[src/bccbe_pkg.sv]
/*
 * bccbe_pkg: constants and types for the bit test-invert / test-clear /
 * branch-always execution block (register map, opcode fields, ccr layout).
 * Assumes a single synchronous clock domain and one importing top module.
 */
package bccbe_pkg;

  // register byte offsets on the wishbone slave
  localparam logic [7:0] ADR_OPCODE    = 8'h00;  // write starts execution
  localparam logic [7:0] ADR_PC        = 8'h04;
  localparam logic [7:0] ADR_CCR       = 8'h08;
  localparam logic [7:0] ADR_EA        = 8'h0C;  // resolved operand byte address
  localparam logic [7:0] ADR_STATUS    = 8'h10;
  localparam logic [7:0] ADR_DREG_BASE = 8'h20;  // eight data registers, 4 bytes apart
  localparam logic [7:0] ADR_DREG_MASK = 8'hE0;

  // status register bit positions
  localparam int unsigned ST_BUSY    = 0;
  localparam int unsigned ST_DONE    = 1;
  localparam int unsigned ST_INVALID = 2;
  localparam int unsigned ST_ILLEGAL = 3;

  // condition code layout: x n z v c
  localparam int unsigned CCR_W = 5;
  localparam int unsigned CCR_Z = 2;

  // opcode encodings
  localparam logic [7:0] OPC_BRANCH_HI = 8'h60;
  localparam logic [7:0] OPC_STATIC_HI = 8'h08;
  localparam logic [3:0] OPC_DYN_TOP   = 4'h0;
  localparam logic [1:0] OP_INVERT     = 2'h1;
  localparam logic [1:0] OP_CLEAR      = 2'h2;
  localparam logic [7:0] DISP_WORD_SEL = 8'h00;

  // destination mode / register encodings
  localparam logic [2:0] MODE_DREG  = 3'h0;
  localparam logic [2:0] MODE_AREG  = 3'h1;
  localparam logic [2:0] MODE_EXT   = 3'h7;
  localparam logic [2:0] REG_ABS_L  = 3'h1;

  // program counter steps
  localparam logic [31:0] PC_STEP     = 32'h0000_0002;
  localparam logic [31:0] PC_STEP_EXT = 32'h0000_0004;

  typedef enum logic [2:0] {
    PH_IDLE,
    PH_DECODE,
    PH_FETCH_EXT,
    PH_EXEC,
    PH_MEM_RD,
    PH_MEM_WR
  } bccbe_phase_t;

  typedef struct packed {
    bccbe_phase_t     ph;
    logic             ack;
    logic [31:0]      rdat;
    logic [15:0]      opc;
    logic [15:0]      ext;
    logic [31:0]      pc;
    logic [CCR_W-1:0] ccr;
    logic [31:0]      ea;
    logic [7:0][31:0] d;
    logic             busy;
    logic             done;
    logic             invalid;
    logic             illegal;
    logic             mem_cyc;
    logic             mem_we;
    logic             mem_word;
    logic [31:0]      mem_adr;
    logic [7:0]       mem_dat;
  } bccbe_state_t;

endpackage

[src/bccbe_top.sv]
/*
 * bccbe_top: executes one instruction at a time: bit test-invert and bit
 * test-clear (static and dynamic bit number) and branch always (byte or
 * word displacement). Software loads pc, data registers and the resolved
 * operand address over classic wishbone, then writes the opcode word.
 * Assumes a memory port that holds ack for one cycle per request and
 * returns byte reads in the low eight bits of mem_dat_i.
 * Effective address arithmetic lives outside: software writes the byte
 * address of a memory operand, so postincrement and predecrement leave
 * no address register changed here.
 * Register writes that arrive while an instruction runs are acked and
 * dropped; software polls busy or status before the next opcode.
 */
// How it works
// - bit ops set z when tested bit was zero; other flags untouched
// - test-invert writes operand back with selected bit flipped
// - test-clear writes operand back with selected bit forced low
// - data register destination uses bit number modulo 32, whole long word
// - memory destination: read byte, bit number modulo 8, write byte back
// - long size only for data register, byte size for all memory modes
// - static bit number from second word, dynamic from named data register
// - dynamic invert: 0000 rrr 1 01 eeeeee
// - dynamic clear: 0000 rrr 1 10 eeeeee
// - static forms: 00001000 then 01 invert or 10 clear, number in next low byte
// - accepted destinations are the data alterable mode/register codes
// - branch target is instruction address plus two plus displacement
// - displacement is a signed byte distance
// - zero low byte selects a 16-bit signed displacement from next word
// - no short branch to the next instruction exists
// - branch leaves all condition flags unchanged
// - branch uses the conditional layout with the always-true condition
`timescale 1ns/1ps

module bccbe_top (
  input  wire logic        clk_i,
  input  wire logic        rst_i,
  input  wire logic [7:0]  wb_adr_i,
  input  wire logic [31:0] wb_dat_i,
  output logic      [31:0] wb_dat_o,
  input  wire logic [3:0]  wb_sel_i,
  input  wire logic        wb_we_i,
  input  wire logic        wb_cyc_i,
  input  wire logic        wb_stb_i,
  output logic             wb_ack_o,
  output logic             mem_cyc_o,
  output logic             mem_we_o,
  output logic             mem_word_o,
  output logic      [31:0] mem_adr_o,
  output logic      [7:0]  mem_dat_o,
  input  wire logic [15:0] mem_dat_i,
  input  wire logic        mem_ack_i,
  output logic             busy_o
);
  import bccbe_pkg::*;

  bccbe_state_t s_r;
  bccbe_state_t s_nxt;

  // opcode fields
  // the bit op and branch formats share one set of slices; class decode picks the meaning
  logic [1:0]  op_sel;
  logic [2:0]  ea_mode;
  logic [2:0]  ea_reg;
  logic [2:0]  num_reg;
  logic [7:0]  disp8;
  assign op_sel  = s_r.opc[7:6];
  assign ea_mode = s_r.opc[5:3];
  assign ea_reg  = s_r.opc[2:0];
  assign num_reg = s_r.opc[11:9];
  assign disp8   = s_r.opc[7:0];

  // instruction classes
  logic is_bitop_code;
  logic is_branch;
  logic is_static;
  logic is_dynamic;
  logic ea_ok;
  logic need_ext;
  // only the always-true branch condition is decoded; other conditions land on illegal
  assign is_bitop_code = (op_sel == OP_INVERT) || (op_sel == OP_CLEAR);
  assign is_branch     = (s_r.opc[15:8] == OPC_BRANCH_HI);
  assign is_static     = (s_r.opc[15:8] == OPC_STATIC_HI) && is_bitop_code;
  assign is_dynamic    = (s_r.opc[15:12] == OPC_DYN_TOP) && s_r.opc[8]
                         && is_bitop_code;
  // address register, pc relative and immediate codes fall out here
  assign ea_ok         = (ea_mode != MODE_AREG)
                         && !((ea_mode == MODE_EXT) && (ea_reg > REG_ABS_L));
  // a zero short displacement always means a word follows, so no short hop of zero
  assign need_ext      = is_static || (is_branch && (disp8 == DISP_WORD_SEL));

  // bit number source and the shared test/modify datapath
  logic [31:0] bit_src;
  logic        in_mem;
  logic [31:0] operand;
  logic [4:0]  bit_num;
  logic [31:0] bit_mask;
  logic        bit_was_zero;
  logic [31:0] modified;
  // the memory operand only means something in the read phase while mem_ack_i is high
  assign bit_src      = is_static ? {24'h00_0000, s_r.ext[7:0]} : s_r.d[num_reg];
  assign in_mem       = (s_r.ph == PH_MEM_RD);
  assign operand      = in_mem ? {24'h00_0000, mem_dat_i[7:0]} : s_r.d[ea_reg];
  // byte operand sees modulo 8, register operand modulo 32
  assign bit_num      = in_mem ? {2'b00, bit_src[2:0]} : bit_src[4:0];
  assign bit_mask     = 32'h0000_0001 << bit_num;
  assign bit_was_zero = ~|(operand & bit_mask);
  assign modified     = (op_sel == OP_CLEAR) ? (operand & ~bit_mask)
                                             : (operand ^ bit_mask);

  // branch displacement, sign extended to the pc width
  // the word form takes the extension word, the byte form the opcode's low byte
  logic [31:0] disp;
  assign disp = (disp8 == DISP_WORD_SEL) ? 32'(signed'(s_r.ext))
                                         : 32'(signed'(disp8));

  // pc after a completed bit instruction
  // static forms carry one extension word, so they step four bytes, dynamic two
  logic [31:0] pc_after_bitop;
  assign pc_after_bitop = s_r.pc + (is_static ? PC_STEP_EXT : PC_STEP);

  // bus request decode
  logic bus_req;
  logic bus_wr;
  logic is_dreg_adr;
  assign bus_req     = wb_cyc_i & wb_stb_i;
  // the master must drop cyc and stb for a cycle between requests
  // a write lands only on the edge where the master sees ack
  assign bus_wr      = bus_req & wb_we_i & s_r.ack;
  assign is_dreg_adr = ((wb_adr_i & ADR_DREG_MASK) == ADR_DREG_BASE);

  // byte-lane merge for partial writes
  // unselected lanes keep their old bytes
  function automatic logic [31:0] lane_merge(input logic [31:0] old_v,
                                             input logic [31:0] new_v,
                                             input logic [3:0]  sel);
    logic [31:0] r;
    r = old_v;
    for (int i = 0; i < 4; i++) begin
      if (sel[i]) begin
        r[i*8 +: 8] = new_v[i*8 +: 8];
      end
    end
    return r;
  endfunction

  // next-state: bus slave, then the execution sequencer
  // every field holds by default; each branch changes only what it owns
  always_comb begin
    logic [31:0] rd_v;
    rd_v  = 32'h0000_0000;
    s_nxt = s_r;

    // read mux; unmapped offsets answer zero
    // read data is captured when the request is taken and held until the next one
    if (is_dreg_adr) begin
      rd_v = s_r.d[wb_adr_i[4:2]];
    end else begin
      case (wb_adr_i)
        ADR_OPCODE: rd_v = {16'h0000, s_r.opc};
        ADR_PC:     rd_v = s_r.pc;
        ADR_CCR:    rd_v = {27'h000_0000, s_r.ccr};
        ADR_EA:     rd_v = s_r.ea;
        ADR_STATUS: begin
          rd_v[ST_BUSY]    = s_r.busy;
          rd_v[ST_DONE]    = s_r.done;
          rd_v[ST_INVALID] = s_r.invalid;
          rd_v[ST_ILLEGAL] = s_r.illegal;
        end
        default:    rd_v = 32'h0000_0000;
      endcase
    end
    s_nxt.ack = bus_req & ~s_r.ack;  // one-cycle ack, dropped after it was seen
    if (bus_req & ~s_r.ack) begin
      s_nxt.rdat = rd_v;
    end

    // writes only while idle, so software never races the sequencer
    if (bus_wr && (s_r.ph == PH_IDLE)) begin
      if (is_dreg_adr) begin
        s_nxt.d[wb_adr_i[4:2]] = lane_merge(s_r.d[wb_adr_i[4:2]], wb_dat_i, wb_sel_i);
      end else begin
        case (wb_adr_i)
          ADR_OPCODE: begin
            s_nxt.opc     = 16'(lane_merge({16'h0000, s_r.opc}, wb_dat_i, wb_sel_i));
            s_nxt.ph      = PH_DECODE;
            s_nxt.busy    = 1'b1;
            s_nxt.done    = 1'b0;
            s_nxt.invalid = 1'b0;
            s_nxt.illegal = 1'b0;
          end
          ADR_PC:  s_nxt.pc  = lane_merge(s_r.pc, wb_dat_i, wb_sel_i);
          ADR_CCR: s_nxt.ccr = CCR_W'(lane_merge({27'h000_0000, s_r.ccr}, wb_dat_i, wb_sel_i));
          ADR_EA:  s_nxt.ea  = lane_merge(s_r.ea, wb_dat_i, wb_sel_i);
          default: ;
        endcase
      end
    end

    // execution sequencer
    case (s_r.ph)
      PH_IDLE: ;
      PH_DECODE: begin
        // unknown opcode: flag it and leave every register alone
        if (!(is_branch || is_static || is_dynamic)) begin
          s_nxt.illegal = 1'b1;
          s_nxt.done    = 1'b1;
          s_nxt.busy    = 1'b0;
          s_nxt.ph      = PH_IDLE;
        end else if (need_ext) begin
          s_nxt.mem_cyc  = 1'b1;  // word after the opcode
          s_nxt.mem_we   = 1'b0;
          s_nxt.mem_word = 1'b1;
          s_nxt.mem_adr  = s_r.pc + PC_STEP;
          s_nxt.ph       = PH_FETCH_EXT;
        end else begin
          s_nxt.ph = PH_EXEC;
        end
      end
      PH_FETCH_EXT: begin
        // no timeout here: the memory side must answer every request
        if (mem_ack_i) begin
          s_nxt.ext     = mem_dat_i;
          s_nxt.mem_cyc = 1'b0;
          s_nxt.ph      = PH_EXEC;
        end
      end
      PH_EXEC: begin
        // pc base is the opcode address plus two for both displacement sizes
        if (is_branch) begin
          s_nxt.pc   = s_r.pc + PC_STEP + disp;
          s_nxt.done = 1'b1;
          s_nxt.busy = 1'b0;
          s_nxt.ph   = PH_IDLE;
        end else if (!ea_ok) begin
          // refused destination: nothing modified, flags untouched
          s_nxt.invalid = 1'b1;
          s_nxt.done    = 1'b1;
          s_nxt.busy    = 1'b0;
          s_nxt.ph      = PH_IDLE;
        end else if (ea_mode == MODE_DREG) begin
          // register destination finishes here with no memory traffic
          s_nxt.d[ea_reg]   = modified;
          s_nxt.ccr[CCR_Z]  = bit_was_zero;
          s_nxt.pc          = pc_after_bitop;
          s_nxt.done        = 1'b1;
          s_nxt.busy        = 1'b0;
          s_nxt.ph          = PH_IDLE;
        end else begin
          // memory destination: fetch the byte first, test and change it on its ack
          s_nxt.mem_cyc  = 1'b1;  // byte read of the operand
          s_nxt.mem_we   = 1'b0;
          s_nxt.mem_word = 1'b0;
          s_nxt.mem_adr  = s_r.ea;
          s_nxt.ph       = PH_MEM_RD;
        end
      end
      PH_MEM_RD: begin
        // z comes from the byte as read, before it is changed
        if (mem_ack_i) begin
          s_nxt.ccr[CCR_Z] = bit_was_zero;
          s_nxt.mem_we     = 1'b1;  // same address, byte written back
          s_nxt.mem_dat    = modified[7:0];
          s_nxt.ph         = PH_MEM_WR;
        end
      end
      PH_MEM_WR: begin
        // pc moves on only once the write-back has landed
        if (mem_ack_i) begin
          s_nxt.mem_cyc = 1'b0;
          s_nxt.mem_we  = 1'b0;
          s_nxt.pc      = pc_after_bitop;
          s_nxt.done    = 1'b1;
          s_nxt.busy    = 1'b0;
          s_nxt.ph      = PH_IDLE;
        end
      end
      // unused phase codes fall back to idle
      default: s_nxt.ph = PH_IDLE;
    endcase
  end

  // state register
  // synchronous reset clears pc, flags, data registers and the memory port
  always_ff @(posedge clk_i) begin
    if (rst_i) begin
      s_r <= '0;
    end else begin
      s_r <= s_nxt;
    end
  end

  // outputs straight from the state flops
  // no output is combinational, so neither bus sees glitches
  assign wb_dat_o   = s_r.rdat;
  assign wb_ack_o   = s_r.ack;
  assign mem_cyc_o  = s_r.mem_cyc;
  assign mem_we_o   = s_r.mem_we;
  assign mem_word_o = s_r.mem_word;
  assign mem_adr_o  = s_r.mem_adr;
  assign mem_dat_o  = s_r.mem_dat;
  assign busy_o     = s_r.busy;

endmodule // bccbe_top
[config.mk]
export PLATFORM = sky130hd
export DESIGN_NAME = bccbe_top
export DESIGN_NICKNAME = d
export VERILOG_FILES = /design/src/bccbe_pkg.sv /design/src/bccbe_top.sv
export SDC_FILE = /design/constraint.sdc
export NUM_CORES = 2
export LEC_CHECK = 0
export BUFFER_PORTS_ARGS = -buffer_cell sky130_fd_sc_hd__buf_4
export CORE_ASPECT_RATIO = 1.4
export CORE_MARGIN = 2
export CORE_UTILIZATION = 50
export DETAILED_ROUTE_END_ITERATION = 8
export GPL_ROUTABILITY_DRIVEN = 0
export PLACE_DENSITY = 0.67
export SYNTH_ARGS = -nofsm -noshare
export SYNTH_HDL_FRONTEND = slang
export SYNTH_SLANG_ARGS = --single-unit
export TNS_END_PERCENT = 1
[constraint.sdc]
create_clock -name clk_i -period 8.46 [get_ports clk_i]
set_input_delay 0.423 -clock clk_i [delete_from_list [all_inputs] [get_ports clk_i]]
set_output_delay 0.423 -clock clk_i [all_outputs]
set_load 0.005 [all_outputs]
Yosys cells after proc, flatten, opt, wreduce, memory -nomap -nowiden:

Cells that the tools add are included.

* bits in registers: 440
* latch bits: 0
* memory bits (writable): 0
* bits in read-only memories: 0
* bits of input ports: 66
* output and inout bits: 77
* logic and storage cells: 207
* memories kept: 0

* $add $sub $neg: 3
* multipliers: 0
* divide/modulo/power cells: 0
* magnitude comparators: 6
* equal/unequal tests: 24
* shifts and indexed selects: 1
* muxes and demuxes: 97
* bitwise operators: 10
* reduce and logical (&&, ||, !) cells: 36

Operators by type and width (count)
* 2-to-1 mux 256 bit: 4
* bitwise mux 256 bit: 2
* 2-to-1 mux 32 bit: 14
* 2-to-1 mux 329 bit: 1
* binary-select mux 32 bit (select 3 bit): 3
* 2-to-1 mux 258 bit: 1
* demux 32 bit (select 3 bit): 2
* 2-to-1 mux 35 bit: 5
* 2-to-1 mux 8 bit: 20
* one-hot mux 28 bit (4 select lines): 1
* 2-to-1 mux 69 bit: 1
* one-hot mux 33 bit (2 select lines): 1
* AND 32 bit: 2
* one-hot mux 32 bit (2 select lines): 1
* 2-to-1 mux 3 bit: 11
* adder 32 x 2 -> 32 bit (second input constant): 1
* adder 32 x 3 -> 32 bit: 1
* adder 32 bit: 1
* NOT 32 bit: 1
* OR reduction 32 bit: 1
* left shift 1 x 5 -> 32 bit (first input constant): 1
* XOR 32 bit: 1
* AND reduction 4 bit: 7
* 2-to-1 mux 5 bit: 5
* 35 further kinds: 89

Depth between registers and ports, before layout:

* depth after elaboration: 14
* depth in mapped cells: 17
* gate-level depth less buffers: 15

Least setup slack after synthesis:

OpenSTA, ideal clock, no wires.

* path type: reg-to-reg
* start point: register s_r (netlist bit disp8[6])
* end point: register s_r[363] (netlist bit)
* setup time: 122 ps
* arrival: 3778 ps
* data required time: 8338 ps
* path slack: 4560 ps
* stages on the path, launching flop included: 18
* path buffers: 3
* clock period less this slack: 3900 ps
* path through: dfxtp_1 > inv_1 > ha_1 > nand4_1 > clkbuf_1 > ha_1 > inv_1 > fa_1 > and4b_1 > buf_2 > nand4_1 > or4_1 > clkbuf_1 > nand2_1 > o21ai_1 > a221oi_1 > a21oi_1 > a311o_1

* cells in the longest elaborated chain, start to end: 9
* elaborated cells between the ends (all ways): 14
* those cells by class: add/sub: 2; eq/ne: 2; mux: 7; reduce/logical: 3

RTL lines
* start, declared: line bccbe_top.sv:56 `bccbe_state_t s_r;`
* start signal, assigned: line bccbe_top.sv:288 `s_r <= s_nxt;`
* equality test 2 x 1 -> 1 bit or equality test 2 bit (tied branches): line bccbe_top.sv:80 `assign is_bitop_code = (op_sel == OP_INVERT) || (op_sel == OP_CLEAR);`
* logical OR 1 bit: line bccbe_top.sv:80
* logical AND 1 bit: line bccbe_top.sv:82 `assign is_static = (s_r.opc[15:8] == OPC_STATIC_HI) && is_bitop_code;`
* 2-to-1 mux 3 bit: line bccbe_top.sv:119 `assign pc_after_bitop = s_r.pc + (is_static ? PC_STEP_EXT : PC_STEP);`
* adder 32 x 3 -> 32 bit: line bccbe_top.sv:119
* 2-to-1 mux 32 bit: line bccbe_top.sv:240 `end else if (ea_mode == MODE_DREG) begin`
* 2-to-1 mux 32 bit: line bccbe_top.sv:234 `end else if (!ea_ok) begin`
* 2-to-1 mux 32 bit: line bccbe_top.sv:229 `if (is_branch) begin`
* one-hot mux 32 bit (2 select lines) *: line bccbe_top.sv:200 `case (s_r.ph)`

Mark *: on every way between the ends. The rest lies on a longest branch, timed or not.
A chain may end at the register's enable or synchronous reset.

Worst setup path in the final report:

* start point: register s_r (netlist bit disp8[4])
* end point: register s_r[371] (netlist bit)

* cells in the longest elaborated chain, start to end: 7
* elaborated cells between the ends (all ways): 13
* those cells by class: add/sub: 1; eq/ne: 2; mux: 5; reduce/logical: 5

RTL lines (line)
* parallel branches: the longest is 5 deep, another holds adder 32 bit
* 2-to-1 mux 32 bit *: bccbe_top.sv:229
* one-hot mux 32 bit (2 select lines) *: bccbe_top.sv:200

Every way passes the cells marked *.

==> impl_metrics.env <==
export IMPL_final_util_pct=54.6
export IMPL_critPathKind="reg -> reg"
export IMPL_finalNonFillerCells=4052
export IMPL_final_cell_mix="450 x nor2_1, 440 x dfxtp_1, 337 x mux2i_1"
export IMPL_vias_per_cell=6.90
export IMPL_cp_cell_sequence="nor3_2, buf_4, and3_1, nor2_1, a21o_1, ha_1, a21o_1, o21a_1, a311oi_1, o21a_1, a21boi_0, o311a_1, or3_1, a31oi_1"
export IMPL_post_cts_buffers=0
export IMPL_post_drt_wl_per_cell_um=26.9
export IMPL_finClkSkew_ns=0.0144
export IMPL_grt_use_met2_pct=58.2
export IMPL_num_vias=28000
export IMPL_start_kind="flip-flop"
export IMPL_p_int_mw=3.34
export IMPL_num_rows=104
export IMPL_drt_iter0_drc=3640
export IMPL_hpwlAfterDp_um=70300
export IMPL_io_pins=143
export IMPL_rsz0062_at_grt="no"
export IMPL_antenna_found_initial=0
export IMPL_pwr_share_seq_pct=47.5
export IMPL_dieArea_um2=60100
export IMPL_drive_gt1_share_pct=13.7
export IMPL_fmax_ghz=0.204
export IMPL_worstSkewPairLatency_ns=0.59
export IMPL_nFillCells=5176
export IMPL_ir_drop_uv=140
export IMPL_grt_pass1_wl_um=163000
export IMPL_regMostFlops="s_r"
export IMPL_cts_max_path_buffers=3
export IMPL_overflow=0
export IMPL_arrival_ns=5.42
export IMPL_setup_viol=0
export IMPL_yosysUniqueCellTypes=80
export IMPL_cts_htree_levels=2
export IMPL_firstDrtPassIters=9
export IMPL_hold_path_class="in -> reg"
export IMPL_synth_edf_count=0
export IMPL_combPwrFrac_pct=5.0
export IMPL_coreArea_um2=57500
export IMPL_synthToLayoutAreaGrowth_pct=7.99
export IMPL_cts_sinks=440
export IMPL_worstMarginPinSlew_ns=1.36
export IMPL_route_detailed_drc=1
export IMPL_portBuffers=142
export IMPL_fin_nets=3447
export IMPL_required_ns=8.97
export IMPL_cts_hold_buf=0
export IMPL_crit_path_end_kind="flip-flop"
export IMPL_critical_path_max_fanout=20
export IMPL_async_flop_share_pct=0
export IMPL_post_dp_cell_area_um2=29900
export IMPL_period_share_pct=58.1
export IMPL_cts_tree="built"
export IMPL_slowest_stage="and3_1"
export IMPL_slew_headroom_pct=9.04
export IMPL_slew_violations=0
export IMPL_grt_use_met1_pct=40.9
export IMPL_use_met3_pct=6.21
export IMPL_cts_resized=0
export IMPL_dp_cells=3974
export IMPL_die_w_um=208
export IMPL_drtAntennaViolNets=0
export IMPL_wl_um=109000
export IMPL_numCtsBuffers=45
export IMPL_fin_setup_tns_ns=0
export IMPL_slowest_delay_ns=0.65
export IMPL_synth_area_um2=29100
export IMPL_design_area_um2=31400
export IMPL_period_needed_ns=4.91
export IMPL_p_clk_share_pct=47.5
export IMPL_fin_hold_ws_ns=0.104
export IMPL_ys_flop_type="dfxtp_1"
export IMPL_synth_fp_nets=3572
export IMPL_syn_avg_cell_area_um2=8.54
export IMPL_maxCapViolCount=0
export IMPL_seq_area_frac_synth_pct=30.3
export IMPL_root_buffer="clkbuf_16"
export IMPL_outcome="complete, but fails checks"
export IMPL_syn_inst=3404
export IMPL_grt_busiest_layer="met2"
export IMPL_hold_viol_final=0
export IMPL_cts_clk_slew_worst_paths_ns=0.07
export IMPL_die_height_um=289
export IMPL_ys_ff_latch=440
export IMPL_leakagePower_nw=12.7
export IMPL_grt_max_degree=210
export IMPL_yosysWarnings=0
export IMPL_grt_pass1_vias=27100
export IMPL_failed_checks="design-rule violations"
export IMPL_p_sw_share_pct=23.9
export IMPL_grt_usage_pct=34.9
export IMPL_p_switching_mw=1.05
export IMPL_p_per_area_nw_per_um2=140
export IMPL_final_common_cell="nor2_1"
export IMPL_start_util_pct=50.5
export IMPL_largest_register_ffs=352
[power by group through the flow]
stage	clock network [mW]	logic (mW)	registers, mW
after detailed placement	0	0.212	2.13
final	2.09	0.219	2.09
after global placement	0	0.210	2.13
after CTS	2.09	0.213	2.09
after global routing	2.17	0.227	2.09
after floorplan	0	0.129	2.13
[kinds of logic (layout without fill, tap and decap cells)]
logic type | Yosys count | in the layout | share of synthesized area [%]
AO/OA/AOI/OAI | 880 | 880 | 20.9
XOR/XNOR | 67 | 67 | 2.02
adder cells (fa/ha/maj) | 103 | 103 | 4.48
buffers and inverters | 390 | 295 | 6.23
flip-flops | 440 | 440 | 30.3
multiplexers | 485 | 485 | 20.4
other | 0 | 1 | 0
AND/OR/NAND/NOR | 1039 | 1039 | 15.6
[layout make-up]
class                      count  area, um2  area share (%)
inverter                      30        113           0.359
sequential                   440       8810            28.1
clock inverter                10        129           0.411
antenna                        1       2.50         0.00797
tap                          742        928            2.96
multi-input combinational   2574      18600            59.3
clock buffer                  67       1350            4.31
timing repair buffer         188       1430            4.56
[critical path, delay by kind of cell (launching register included)]
kind / cells / cell delay [ns]
flip-flops: 1 / 0.38
adder cells (fa/ha/maj): 1 / 0.49
buffers and inverters: 1 / 0.31
AND/OR/NAND/NOR: 4 / 1.46
AO/OA/AOI/OAI: 8 / 2.19
[Yosys cell counts, drive strengths merged (45+ instances only)]
cell,n,area [um2]
a21oi,172,861
dfxtp,440,8810
nor2,455,1720
o21ai,94,470
nand3,91,455
mux4,80,1800
a22oi,58,435
a211oi,290,2180
clkbuf,204,767
mux2,68,766
nor3,45,246
nand2,304,1140
ha,100,1250
mux2i,337,3370
buf,156,932
a31oi,45,282
[final timing paths]
path                            slack, ns  cells after the start          start       endpoint
worst max-delay path                 3.55                     14       disp8[4]       s_r[371]
worst min-delay path                 0.10                      3  mem_dat_i[14]       s_r[386]
worst max register to register       3.55                     14       disp8[4]       s_r[371]
worst min register to register       0.46                      2  mem_adr_o[29]  mem_adr_o[29]
[per-layer routing]
metal,vias to the layer above,wire length (um)
met2,1859,51000
met3,515,11000
met5,-,0
li1,12300,-
met1,13300,39000
met4,0,8240
[per-stage QoR]
step           power, mW  setup WS (ns)
2_1_floorplan       2.26           4.56
6_report            4.39           3.55
4_1_cts             4.39           3.70
3_3_place_gp        2.34           3.91
3_5_place_dp        2.35           3.71
5_1_grt             4.48           3.34
Power figures use the tool's default switching activity.
